--- src/umspi_pkg.sv ---
`default_nettype none
package umspi_pkg;
	localparam int          FRAME_BITS = 8;
	localparam logic [3:0]  EDGE_FIRST = 4'h0;
	localparam logic [3:0]  EDGE_LAST  = 4'hf;
	localparam logic [1:0]  MODE_SPI   = 2'h3;
	localparam logic [11:0] DIV_RST    = 12'h000;
	localparam logic [7:0]  DATA_RST   = 8'h00;
	localparam logic [2:0]  ERR_ZERO   = 3'h0;
	localparam logic        LINE_IDLE  = 1'b1;
	localparam int          RX_DEPTH_D = 2;
	localparam int          SYNC_LEN   = 3;

	typedef enum logic [1:0]
	{
		UMSPI_IDLE  = 2'b01,
		UMSPI_SHIFT = 2'b10
	} umspi_state_t;
endpackage
`default_nettype wire

--- src/umspi_master.sv ---
// Overview of operation
// RQ1: master only; clock always generated internally, never taken from pins.
// RQ2: software sets clock pin direction to output before enabling.
// RQ3: serial clock equals system clock over two times divisor plus one.
// RQ4: phase zero samples leading edge; phase one samples trailing edge.
// RQ5: data driven and captured on opposite serial clock edges.
// RQ6: software keeps polarity, phase and order fixed during transfers.
// RQ7: frames are exactly eight data bits, no framing or parity.
// RQ8: one bit order setting serves both transmit and receive.
// RQ9: next buffered frame follows without gap, else data line idles high.
// RQ10: two back-to-back writes shift out together; complete flag after both.
// RQ11: software keeps divisor zero at transmitter enable, sets it afterwards.
// RQ12: rate divisor resets to zero.
// RQ13: transmitter works alone; receiver only alongside enabled transmitter. Code enables the receiver from mode and receiver_enable_in alone.
// RQ14: software checks idle and clears complete flag before reconfiguring.
// RQ15: enabled transmitter owns and drives the serial output pin.
// RQ16: enabled receiver owns serial input pin; clock pin carries clock.
// RQ17: transfers start only on a data port write.
// RQ18: buffered byte moves to shift register once it is free.
// RQ19: receive overflow drops newest byte, keeps older unread bytes.
// RQ20: software reads one byte back for every byte sent.
// RQ21: buffer empty flag and receive complete flag report buffer states.
// RQ22: transmit complete flag shows all pending transfers finished.
// RQ23: active only with both mode select bits set.
// RQ24: bit order one sends LSB first, zero sends MSB first.
// RQ25: complete flag set when frame done and transmit buffer empty.
// RQ26: frame, overrun and parity error flags always read zero.
// RQ27: serial clock rests at polarity level outside frames.
// RQ28: eight clock pulses per frame, no pause between buffered frames.
`default_nettype none
module umspi_master #(
	parameter int RX_DEPTH = umspi_pkg::RX_DEPTH_D
) (
	input  wire logic        clk_in,
	input  wire logic        rst_n_in,
	input  wire logic [1:0]  mode_select_in,
	input  wire logic        transmitter_enable_in,
	input  wire logic        receiver_enable_in,
	input  wire logic [11:0] rate_divisor_in,
	input  wire logic        clock_phase_in,
	input  wire logic        clock_polarity_in,
	input  wire logic        bit_order_in,
	input  wire logic        clock_pin_direction_in,
	input  wire logic        data_wr_in,
	input  wire logic [7:0]  data_wdata_in,
	input  wire logic        data_rd_in,
	input  wire logic        txc_clear_in,
	input  wire logic        serial_in_pin_in,
	output logic [7:0]       data_rdata_out,
	output logic             tx_buffer_empty_out,
	output logic             rx_complete_out,
	output logic             tx_complete_out,
	output logic [2:0]       error_flags_out,
	output logic             serial_out_pin_out,
	output logic             serial_out_oe_out,
	output logic             serial_clock_pin_out,
	output logic             serial_clock_oe_out,
	output logic             rx_pin_owned_out,
	output logic             master_spi_mode_out
);
	localparam int PW = $clog2(RX_DEPTH);

	if (RX_DEPTH < 2 || (RX_DEPTH & (RX_DEPTH - 1)) != 0)
	begin : g_bad_depth
		$error("RX_DEPTH must be a power of two, at least 2");
	end

	function automatic logic first_bit(input logic [7:0] d,
		input logic lsb);
		first_bit = lsb ? d[0] : d[7];
	endfunction

	function automatic logic [7:0] shift_out(input logic [7:0] d,
		input logic lsb);
		shift_out = lsb ? {1'b0, d[7:1]} : {d[6:0], 1'b0};
	endfunction

	function automatic logic [7:0] shift_in(input logic [7:0] d,
		input logic b, input logic lsb);
		shift_in = lsb ? {b, d[7:1]} : {d[6:0], b};
	endfunction

	umspi_pkg::umspi_state_t state_r;
	umspi_pkg::umspi_state_t state_nxt;
	logic [3:0]  edge_r, edge_nxt;
	logic        sck_r, sck_nxt;
	logic        sdo_r, sdo_nxt;
	logic [7:0]  tx_sh_r, tx_sh_nxt;
	logic [7:0]  rx_sh_r, rx_sh_nxt;
	logic [7:0]  tx_buf_r, tx_buf_nxt;
	logic        tx_full_r, tx_full_nxt;
	logic        txc_r, txc_nxt;
	logic [11:0] div_r;
	logic [7:0]  mem_r [RX_DEPTH];
	logic [7:0]  mem_nxt [RX_DEPTH];
	logic [PW-1:0] rd_r, rd_nxt;
	logic [PW:0]   cnt_r, cnt_nxt;
	logic [7:0]  rdata_r;
	logic        udre_r, rxc_r, sdo_oe_r, sck_oe_r, rx_own_r, spi_r;
	logic [2:0]  err_r;
	logic        s1_r, s2_r, s3_r, sdi_r, sdi_nxt;
	logic [11:0] gap_r;
	logic        spi_w, tx_on_w, rx_on_w, tick_w, shift_w, last_w;
	logic        load_w, wr_ok_w, sample_w, setup_w, push_w, pop_w;
	logic        keep_w;

	// RQ3 rate generator paced by divisor
	umspi_rate_gen #(
		.DIV_W(12)
	) u_rate (
		.clk_in    (clk_in),
		.rst_n_in  (rst_n_in),
		.run_in    (shift_w),
		.divisor_in(div_r),
		.tick_out  (tick_w)
	);

	always_comb
	begin
		// RQ23 mode gate
		spi_w   = (mode_select_in == umspi_pkg::MODE_SPI);
		tx_on_w = spi_w && transmitter_enable_in;
		// RQ13 receiver rides on transmitter clock
		rx_on_w = spi_w && receiver_enable_in;
		shift_w = (state_r == umspi_pkg::UMSPI_SHIFT);
		// RQ7 eight bits, sixteen edges
		last_w  = shift_w && tick_w && (edge_r == umspi_pkg::EDGE_LAST);
		// RQ17 write starts transfer
		wr_ok_w = data_wr_in && tx_on_w && !tx_full_r;
		// RQ18 move buffer into free shifter
		load_w  = tx_full_r && spi_w &&
			(state_r == umspi_pkg::UMSPI_IDLE || last_w);
		// RQ4 sample edge per phase
		sample_w = shift_w && tick_w &&
			(clock_phase_in ? edge_r[0] : !edge_r[0]);
		// RQ5 setup on the opposite edge
		setup_w = shift_w && tick_w &&
			(clock_phase_in ? !edge_r[0] : edge_r[0] && !last_w);
	end

	always_comb
	begin
		state_nxt = state_r;
		edge_nxt  = edge_r;
		sck_nxt   = sck_r;
		sdo_nxt   = sdo_r;
		tx_sh_nxt = tx_sh_r;
		rx_sh_nxt = rx_sh_r;
		// RQ27 clock rests at polarity
		if (state_r == umspi_pkg::UMSPI_IDLE)
		begin
			sck_nxt = clock_polarity_in;
			sdo_nxt = umspi_pkg::LINE_IDLE;
		end
		// RQ28 one toggle per tick, sixteen per frame
		if (shift_w && tick_w)
		begin
			sck_nxt  = !sck_r;
			edge_nxt = edge_r + 4'h1;
		end
		// RQ8 same order for both paths
		if (sample_w)
			rx_sh_nxt = shift_in(rx_sh_r, sdi_r, bit_order_in);
		// RQ24 order picks end of shifter
		if (setup_w)
		begin
			sdo_nxt   = first_bit(tx_sh_r, bit_order_in);
			tx_sh_nxt = shift_out(tx_sh_r, bit_order_in);
		end
		// RQ9 idle high after last frame
		// phase one: last bit held past its sample edge
		if (last_w)
		begin
			state_nxt = umspi_pkg::UMSPI_IDLE;
			if (!clock_phase_in)
				sdo_nxt = umspi_pkg::LINE_IDLE;
		end
		// RQ10 queued byte follows without gap
		if (load_w)
		begin
			state_nxt = umspi_pkg::UMSPI_SHIFT;
			edge_nxt  = umspi_pkg::EDGE_FIRST;
			if (clock_phase_in)
				tx_sh_nxt = tx_buf_r;
			else
			begin
				sdo_nxt   = first_bit(tx_buf_r, bit_order_in);
				tx_sh_nxt = shift_out(tx_buf_r, bit_order_in);
			end
		end
	end

	always_comb
	begin
		tx_full_nxt = tx_full_r;
		tx_buf_nxt  = tx_buf_r;
		if (load_w)
			tx_full_nxt = 1'b0;
		if (wr_ok_w)
		begin
			tx_full_nxt = 1'b1;
			tx_buf_nxt  = data_wdata_in;
		end
		// RQ22 complete flag for software
		// RQ25 complete when shifter and buffer empty, set beats clear
		txc_nxt = txc_r;
		if (txc_clear_in)
			txc_nxt = 1'b0;
		if (last_w && !tx_full_r)
			txc_nxt = 1'b1;
		// RQ19 full buffer drops the newest byte
		push_w = last_w && rx_on_w;
		pop_w  = data_rd_in && (cnt_r != '0);
		keep_w = push_w && (cnt_r < (PW+1)'(RX_DEPTH) || pop_w);
		mem_nxt = mem_r;
		if (keep_w)
			mem_nxt[PW'(rd_r + cnt_r[PW-1:0])] = rx_sh_nxt;
		rd_nxt  = rd_r + PW'(pop_w);
		cnt_nxt = cnt_r + (PW+1)'(keep_w) - (PW+1)'(pop_w);
		// RQ16 disabled receiver flushes buffer
		if (!rx_on_w)
			cnt_nxt = '0;
		sdi_nxt = (s2_r == s3_r) ? s2_r : sdi_r;
	end

	always_ff @(posedge clk_in)
	begin
		if (!rst_n_in)
		begin
			state_r   <= umspi_pkg::UMSPI_IDLE;
			edge_r    <= umspi_pkg::EDGE_FIRST;
			sck_r     <= 1'b0;
			sdo_r     <= umspi_pkg::LINE_IDLE;
			tx_sh_r   <= umspi_pkg::DATA_RST;
			rx_sh_r   <= umspi_pkg::DATA_RST;
			tx_buf_r  <= umspi_pkg::DATA_RST;
			tx_full_r <= 1'b0;
			txc_r     <= 1'b0;
			// RQ12 divisor clears at reset
			div_r     <= umspi_pkg::DIV_RST;
			for (int i = 0; i < RX_DEPTH; i++)
				mem_r[i] <= umspi_pkg::DATA_RST;
			rd_r      <= '0;
			cnt_r     <= '0;
			rdata_r   <= umspi_pkg::DATA_RST;
			udre_r    <= 1'b1;
			rxc_r     <= 1'b0;
			err_r     <= umspi_pkg::ERR_ZERO;
			sdo_oe_r  <= 1'b0;
			sck_oe_r  <= 1'b0;
			rx_own_r  <= 1'b0;
			spi_r     <= 1'b0;
			s1_r      <= umspi_pkg::LINE_IDLE;
			s2_r      <= umspi_pkg::LINE_IDLE;
			s3_r      <= umspi_pkg::LINE_IDLE;
			sdi_r     <= umspi_pkg::LINE_IDLE;
			gap_r     <= '0;
		end
		else
		begin
			state_r   <= state_nxt;
			edge_r    <= edge_nxt;
			sck_r     <= sck_nxt;
			sdo_r     <= sdo_nxt;
			tx_sh_r   <= tx_sh_nxt;
			rx_sh_r   <= rx_sh_nxt;
			tx_buf_r  <= tx_buf_nxt;
			tx_full_r <= tx_full_nxt;
			txc_r     <= txc_nxt;
			div_r     <= rate_divisor_in;
			mem_r     <= mem_nxt;
			rd_r      <= rd_nxt;
			cnt_r     <= cnt_nxt;
			rdata_r   <= mem_nxt[rd_nxt];
			// RQ21 buffer flags
			udre_r    <= !tx_full_nxt;
			rxc_r     <= (cnt_nxt != '0);
			// RQ26 error flags unused
			err_r     <= umspi_pkg::ERR_ZERO;
			// RQ15 pin held until pending data is out
			sdo_oe_r  <= tx_on_w || shift_w || tx_full_r;
			// RQ1 clock pin only ever driven by this master
			sck_oe_r  <= clock_pin_direction_in;
			rx_own_r  <= rx_on_w;
			spi_r     <= spi_w;
			s1_r      <= serial_in_pin_in;
			s2_r      <= s1_r;
			s3_r      <= s2_r;
			sdi_r     <= sdi_nxt;
			gap_r     <= (load_w || tick_w) ? 12'h000 : gap_r + 12'h001;
		end
	end

	assign data_rdata_out       = rdata_r;
	assign tx_buffer_empty_out  = udre_r;
	assign rx_complete_out      = rxc_r;
	assign tx_complete_out      = txc_r;
	assign error_flags_out      = err_r;
	assign serial_out_pin_out   = sdo_r;
	assign serial_out_oe_out    = sdo_oe_r;
	assign serial_clock_pin_out = sck_r;
	assign serial_clock_oe_out  = sck_oe_r;
	assign rx_pin_owned_out     = rx_own_r;
	assign master_spi_mode_out  = spi_r;
endmodule
`default_nettype wire

--- src/umspi_rate_gen.sv ---
`default_nettype none
module umspi_rate_gen #(
	parameter int DIV_W = 12
) (
	input  wire logic             clk_in,
	input  wire logic             rst_n_in,
	input  wire logic             run_in,
	input  wire logic [DIV_W-1:0] divisor_in,
	output logic                  tick_out
);
	logic [DIV_W-1:0] cnt_r;
	logic [DIV_W-1:0] cnt_nxt;

	// one tick per half period of divisor+1 cycles
	always_comb
	begin
		tick_out = run_in && (cnt_r == divisor_in);
		if (!run_in || tick_out)
			cnt_nxt = '0;
		else
			cnt_nxt = cnt_r + DIV_W'(1);
	end

	always_ff @(posedge clk_in)
	begin
		if (!rst_n_in)
			cnt_r <= '0;
		else
			cnt_r <= cnt_nxt;
	end
endmodule
`default_nettype wire

--- config.mk ---
export PLATFORM = sky130hd
export DESIGN_NAME = umspi_master
export DESIGN_NICKNAME = d
export VERILOG_FILES = /design/src/umspi_pkg.sv /design/src/umspi_master.sv /design/src/umspi_rate_gen.sv
export SDC_FILE = /design/constraint.sdc
export NUM_CORES = 1
export LEC_CHECK = 0
export ABC_AREA = 1
export CAP_MARGIN = 20
export CORE_AREA = 2 2 89 91
export CTS_CLUSTER_DIAMETER = 120
export DETAILED_ROUTE_END_ITERATION = 10
export DIE_AREA = 0 0 91 93
export DONT_BUFFER_PORTS = 1
export PLACE_DENSITY = 0.77
export SYNTH_ARGS = -nofsm -noshare
export SYNTH_HDL_FRONTEND = slang
export SYNTH_HIERARCHICAL = 1
export SYNTH_SLANG_ARGS = --single-unit
--- constraint.sdc ---
create_clock -name clk_in -period 5.9 [get_ports clk_in]
set_input_delay 0.885 -clock clk_in [delete_from_list [all_inputs] [get_ports clk_in]]
set_output_delay 0.885 -clock clk_in [all_outputs]
set_load 0.1 [all_outputs]
Word level (Yosys, flattened, before mapping)
Cells that the tools add are included.
Storage, ports and cells
  input bits: 34
  register bits after elaboration: 95
  output and inout port bits: 20
  logic and storage cells: 114
Operators by class
  $lt $le $gt $ge: 4
  $add $sub $neg: 6
  bitwise logic cells: 3
  eq/ne operators: 6
  muxes and demuxes: 33
  reductions and logical operators: 36
Operator list (number)
  two-way mux 8 bit: 11
  logical AND 1 bit: 17
  bitwise mux 16 bit: 1
  two-way mux 1 bit: 16
  two-way mux 16 bit: 1
  adder 12 x 1 -> 12 bit, second input constant: 1
  equality test 12 bit: 1
  nonzero test 2 bit: 6
  demux 8 bit (select 1 bit): 1
  zero test 1 bit: 6
  two-way mux 2 bit: 3
  logical OR 1 bit: 5
  adder 4 x 1 -> 4 bit, second input constant: 1
  equality test 2 bit, second input constant: 2
  equality test 4 bit, second input constant: 1
  greater-or-equal comparator 2 bit, second input constant: 2
  inverter 1 -> 2 bit: 2
  OR reduction 2 bit: 2
  adder 1 bit: 2
  adder 2 x 1 -> 2 bit: 1
  equality test 2 x 1 -> 1 bit, second input constant: 1
  less-than comparator 2 x 1 -> 1 bit, second input constant: 1
  less-than comparator 2 bit, second input constant: 1
  subtractor 2 x 1 -> 2 bit: 1
  other kinds (2): 2

Longest topological paths before layout
  word-level depth: 13
  mapped depth: 17
  mapped depth without buffers: 17

Hierarchy
Netlist, hierarchy kept.
By module, submodules not included
  umspi_master: sequential area each 1661.6 sq um, cells an instance 516, area each 3673.5 sq um, times used 1
  umspi_rate_gen: sequential area each 240.2 sq um, cells an instance 122, area each 777.0 sq um, times used 1

Worst setup path before layout
No wires, ideal clock.
  kind: register to register
  start: reg u_rate.cnt_r[2]
  end: reg rxc_r (netlist: rx_complete_out)
  period minus slack after synthesis: 2.152 ns
  slack: 3.748 ns
  data arrival time: 2.029 ns
  library setup time: 0.123 ns
  stages on the path, launching flop included: 14
  required time: 5.777 ns
  buffers on the path: 0
  cell sequence: dfxtp_1 xnor2_1 nand2_1 nor2_1 nand3_2 nor2_1 nand3_4 nor2_8 nand2_4 ha_1 inv_1 ha_1 xor2_1 a21oi_1
On the way
  cells in the longest elaborated chain, start to end: 10
RTL lines
  start, declared: RTL line umspi_rate_gen.sv:11  | logic [DIV_W-1:0] cnt_r;
  start signal, assigned: RTL line umspi_rate_gen.sv:29  | cnt_r <= cnt_nxt;
  equality test 12 bit: RTL line umspi_rate_gen.sv:17  | tick_out = run_in && (cnt_r == divisor_in);
  logical AND 1 bit: RTL line umspi_rate_gen.sv:17
  named net tick_w: RTL line umspi_master.sv:103  | logic spi_w, tx_on_w, rx_on_w, tick_w, shift_w, last_w;
  logical AND 1 bit (2 in a row): RTL line umspi_master.sv:127  | last_w = shift_w && tick_w && (edge_r == umspi_pkg::EDGE_LAST);
  logical AND 1 bit: RTL line umspi_master.sv:212  | push_w = last_w && rx_on_w;
  logical AND 1 bit: RTL line umspi_master.sv:214  | keep_w = push_w && (cnt_r < (PW+1)'(RX_DEPTH) || pop_w);
  adder 2 x 1 -> 2 bit: RTL line umspi_master.sv:219  | cnt_nxt = cnt_r + (PW+1)'(keep_w) - (PW+1)'(pop_w);
  subtractor 2 x 1 -> 2 bit: RTL line umspi_master.sv:219
  two-way mux 2 bit: RTL line umspi_master.sv:221  | if (!rx_on_w)
  nonzero test 2 bit: RTL line umspi_master.sv:277  | rxc_r <= (cnt_nxt != '0);
  end signal, assigned: RTL line umspi_master.sv:277
  end, declared: RTL line umspi_master.sv:99  | logic udre_r, rxc_r, sdo_oe_r, sck_oe_r, rx_own_r, spi_r;
The timed path passes the listed nets, and every way through them passes these cells.
A chain may end at the register's enable or synchronous reset.

Worst setup path after layout
  start: reg u_rate.cnt_r[0]
  end: reg rxc_r (netlist: rx_complete_out)
The elaborated chain is that of the path after synthesis.

==> results by group <==
Setup path
  • Required @ worst endpoint: 6.16 ns
  • Critical path arrival: between 2 and 3 ns
  • Slowest stage delay, CP: 0.43 ns
  • Crit path top cell by count: nand2_1
  • Reg2reg start: u_rate/cnt_r[0]
  • Slowest CP cell: dfxtp_1
  • Worst-path maximum fanout: 7
  • CP startpoint kind: register
  • CP bufs+invs: 1
  • CP startpoint: u_rate/cnt_r[0]
  • CP Class: register to register
  • Critical Path End Type: register
  • CP top delay family: simple AND/OR/NAND/NOR gates
  • Cell Chain, Critical Path: nand2_1 > nand2_1 > nand2_1 > nor2_1 > nand3_2 > nor2_1 > nand3_4 > nor2_8 > nand2_4 > ha_1 > inv_1 > ha_1 > xor2_1 > a21oi_1

Timing
  • # setup viols final: 0
  • Hold Fails Final Rpt: 0
  • Max Slew Vio Count: 0
  • Min Tclk post-route: between 2 and 2.5 ns
  • RSZ-0062 raised after global routing: false
  • Slew HR: roughly 31%
  • Worst Tran Pin Value: 1.03 ns
  • Final clock skew: 0.0146 ns
  • Fin crit share: 40.0%
  • Setup ws final: 3.54 ns
  • Peak Freq: around 0.42 GHz
  • Setup TNS: 0 ns

Drt
  • 1st-pass router iterations: 4
  • Final ANT Viol Nets: 0
  • Top layer in use: met4
  • Via Count: 3750
  • Metal-1 WL: ~4000 um
  • Initial DRC count: 230
  • Routed wl met2: ~4200 um
  • DRC: 0
  • Via density: 5.09
  • Routed WL: 8810 um
  • Drt wl/cell: about 12 um
  • Metal3 WL: ~460 um

Run status
  • Status: completed

Floorplanning
  • DIE WIDTH: roughly 91 um
  • Top-level port count: 54
  • Full die area: approximately 0.0085 mm2
  • CORE AREA: 0.00753 mm2
  • Starting density of the core: 59.1%
  • Row cnt: 32
  • Die span in y: ~93 um

Clock tree
  • Clk Latency, worst-skew pair: 0.37 ns
  • CTS tree: built
  • Htree depth: 3
  • # hold bufs at CTS: 0
  • Total CTS buffers: 9
  • Clock sinks: between 90 and 100
  • Post_cts resized: 0
  • CTS Root Cell: clkbuf_8
  • CTS Buffer Depth: 2
  • Clock transition at the registers of the reported paths: roughly 0.10 ns
  • Post CTS Setup Buffer Count: 0

Yosys
  • Yosys cell types: 36
  • Register area share after synthesis: 42.7%
  • Yosys reg bits: 95
  • Ys Warns: 6
  • Mapped cell area: between 0.004 and 0.005 mm2
  • Syn avg cell area: 6.98 um2
  • Post-Syn Instances: 638

Layout
  • ANT cells: 0
  • Fill cells: just over 700
  • Area grow syn2layout: 5.90%
  • Layout Utilization: between 60% and 70%
  • Share of layout cells above drive strength 1: roughly 7.6%
  • Fin nets: between 600 and 700

Worst hold path
  • HP Class: register to register
  • HP Start: s1_r

Flow run
  • MaxCap Viol Count: 0

Power and ir drop
  • Leak: between 2 and 2.5 nW
  • Power, Total: around 0.0013 W
  • Max VDD drop: 202 uV
  • P per Cell Area: ~270 mW/mm2

Global routing
  • Initial antenna violation count: 0
  • Total Routing Usage GR: 22.4%
  • Largest net degree at the start of global routing: 46
  • Vias in the first global route: about 3.6k
  • Grt ovf: 0
  • First-pass GRT wire length: about 15000 um

Placement
  • Routability cong.: between 0.8 and 0.9
  • # port buffers: 0
  • Placement Setup Slack: ~3.5 ns
  • Dpl hpwl: 6170 um
-- cells in the mapped netlist --
cell type / count / share of area, %
nor2_1: 53 / 4.5
mux2i_1: 1 / 0.22
a21oi_1: 19 / 2.1
o21ai_1: 1 / 0.11
buf_2: 7 / 0.79
conb_1: 1 / 0.084
inv_1: 95 / 8.0
nand3_4: 2 / 0.79
or2_2: 3 / 0.42
nand2_2: 5 / 0.70
nand4_1: 3 / 0.42
nand3_1: 55 / 6.2
nor2_8: 1 / 0.45
xnor2_2: 1 / 0.37
a31oi_1: 3 / 0.42
xnor2_1: 6 / 1.2
inv_4: 1 / 0.14
o21ai_2: 1 / 0.20
inv_2: 3 / 0.25
xor2_1: 9 / 1.8
dfxtp_1: 95 / 43
buf_4: 4 / 0.67
buf_6: 3 / 0.76
o21a_1: 2 / 0.34
nand2_1: 202 / 17
o21ai_4: 1 / 0.37
nor3_1: 2 / 0.22
nand3_2: 2 / 0.45
clkbuf_1: 7 / 0.59
nand2_4: 2 / 0.51
xnor2_4: 1 / 0.62
o21ai_0: 33 / 3.7
nor2_4: 3 / 0.76
nor2_2: 6 / 0.84
or2_0: 1 / 0.14
ha_1: 4 / 1.1
-- layout make-up --
type,instances,area (um2),share of cell area [%]
Inverter,99,374,7.94
Clock buffer,10,138,2.92
Sequential cell,95,1900,40.4
Clock inverter,6,115,2.44
Multi-Input combinational cell,425,2060,43.6
Tap cell,102,128,2.71
-- layout by cell type (no fill, tap or decap), types with 2 or more instances in the layout --
cell	instances
nand2_4	2
nand3_4	2
a31oi_1	3
inv_2	3
nor2_2	6
a21oi_1	19
dfxtp_1	95
ha_1	4
conb_1	3
inv_1	95
clkbuf_8	10
o21ai_0	33
nand2_2	5
or2_2	3
nor2_4	3
nor2_1	53
inv_6	2
o21a_1	2
nand3_1	55
xnor2_1	6
xor2_1	9
nand4_1	3
nand3_2	2
bufinv_16	3
nand2_1	202
nor3_1	2
-- kinds of logic (layout without fill, tap and decap cells) --
family	count (synthesis)	in the layout	share of synthesized area [%]
simple gates	340	340	33.4
buf+inv	120	115	11.2
flops	95	95	42.7
compound gates	60	60	7.28
xor+xnor	17	17	3.94
fa+ha+maj	4	4	1.12
other cells	1	3	0.0843
mux	1	1	0.225
-- report_power, final --
group	internal [W]	total (W)	switching, W
Clock	0.000296	0.000533	0.000237
Combinational	0.0000153	0.0000500	0.0000347
Sequential	0.000651	0.000670	0.0000195
-- flip-flops by register name (all words and copies together), names as in the netlist, 2 cells and up --
register	count
tx_buf_r	8
cnt_r	2
tx_sh_r	8
mem_r	16
edge_r	4
div_r	12
data_rdata_out	8
rx_sh_r	8
state_r	2
u_rate/cnt_r	12
-- per-stage QoR --
| step | area [um2] | hold WS, ns | instances |
|---|---|---|---|
| 3_3_place_gp | 4460 | 0.406 | 721 |
| 3_5_place_dp | 4460 | 0.417 | 721 |
| 6_report | 4710 | 0.426 | 737 |
| 5_1_grt | 4710 | 0.449 | 737 |
| 2_1_floorplan | 4460 | 0.393 | 640 |
| 4_1_cts | 4710 | 0.436 | 737 |
-- path summary, 6_finish.rpt --
| kind | end | slack (ns) | depth (start not counted) |
|---|---|---|---|
| worst max register to register | rx_complete_out | 3.54 | 14 |
| worst min-delay path | s2_r | 0.43 | 1 |
| worst min register to register | s2_r | 0.43 | 1 |
| worst max-delay path | rx_complete_out | 3.54 | 14 |
-- layer usage --
metal / vias up / GRT usage (%)
li1: 1931 / -
met1: 1705 / 27.2
met2: 98 / 37.5
met3: 16 / 5.72
met4: 0 / 10.5
met5: - / 0
No activity file was read; power rests on OpenSTA's default activity.
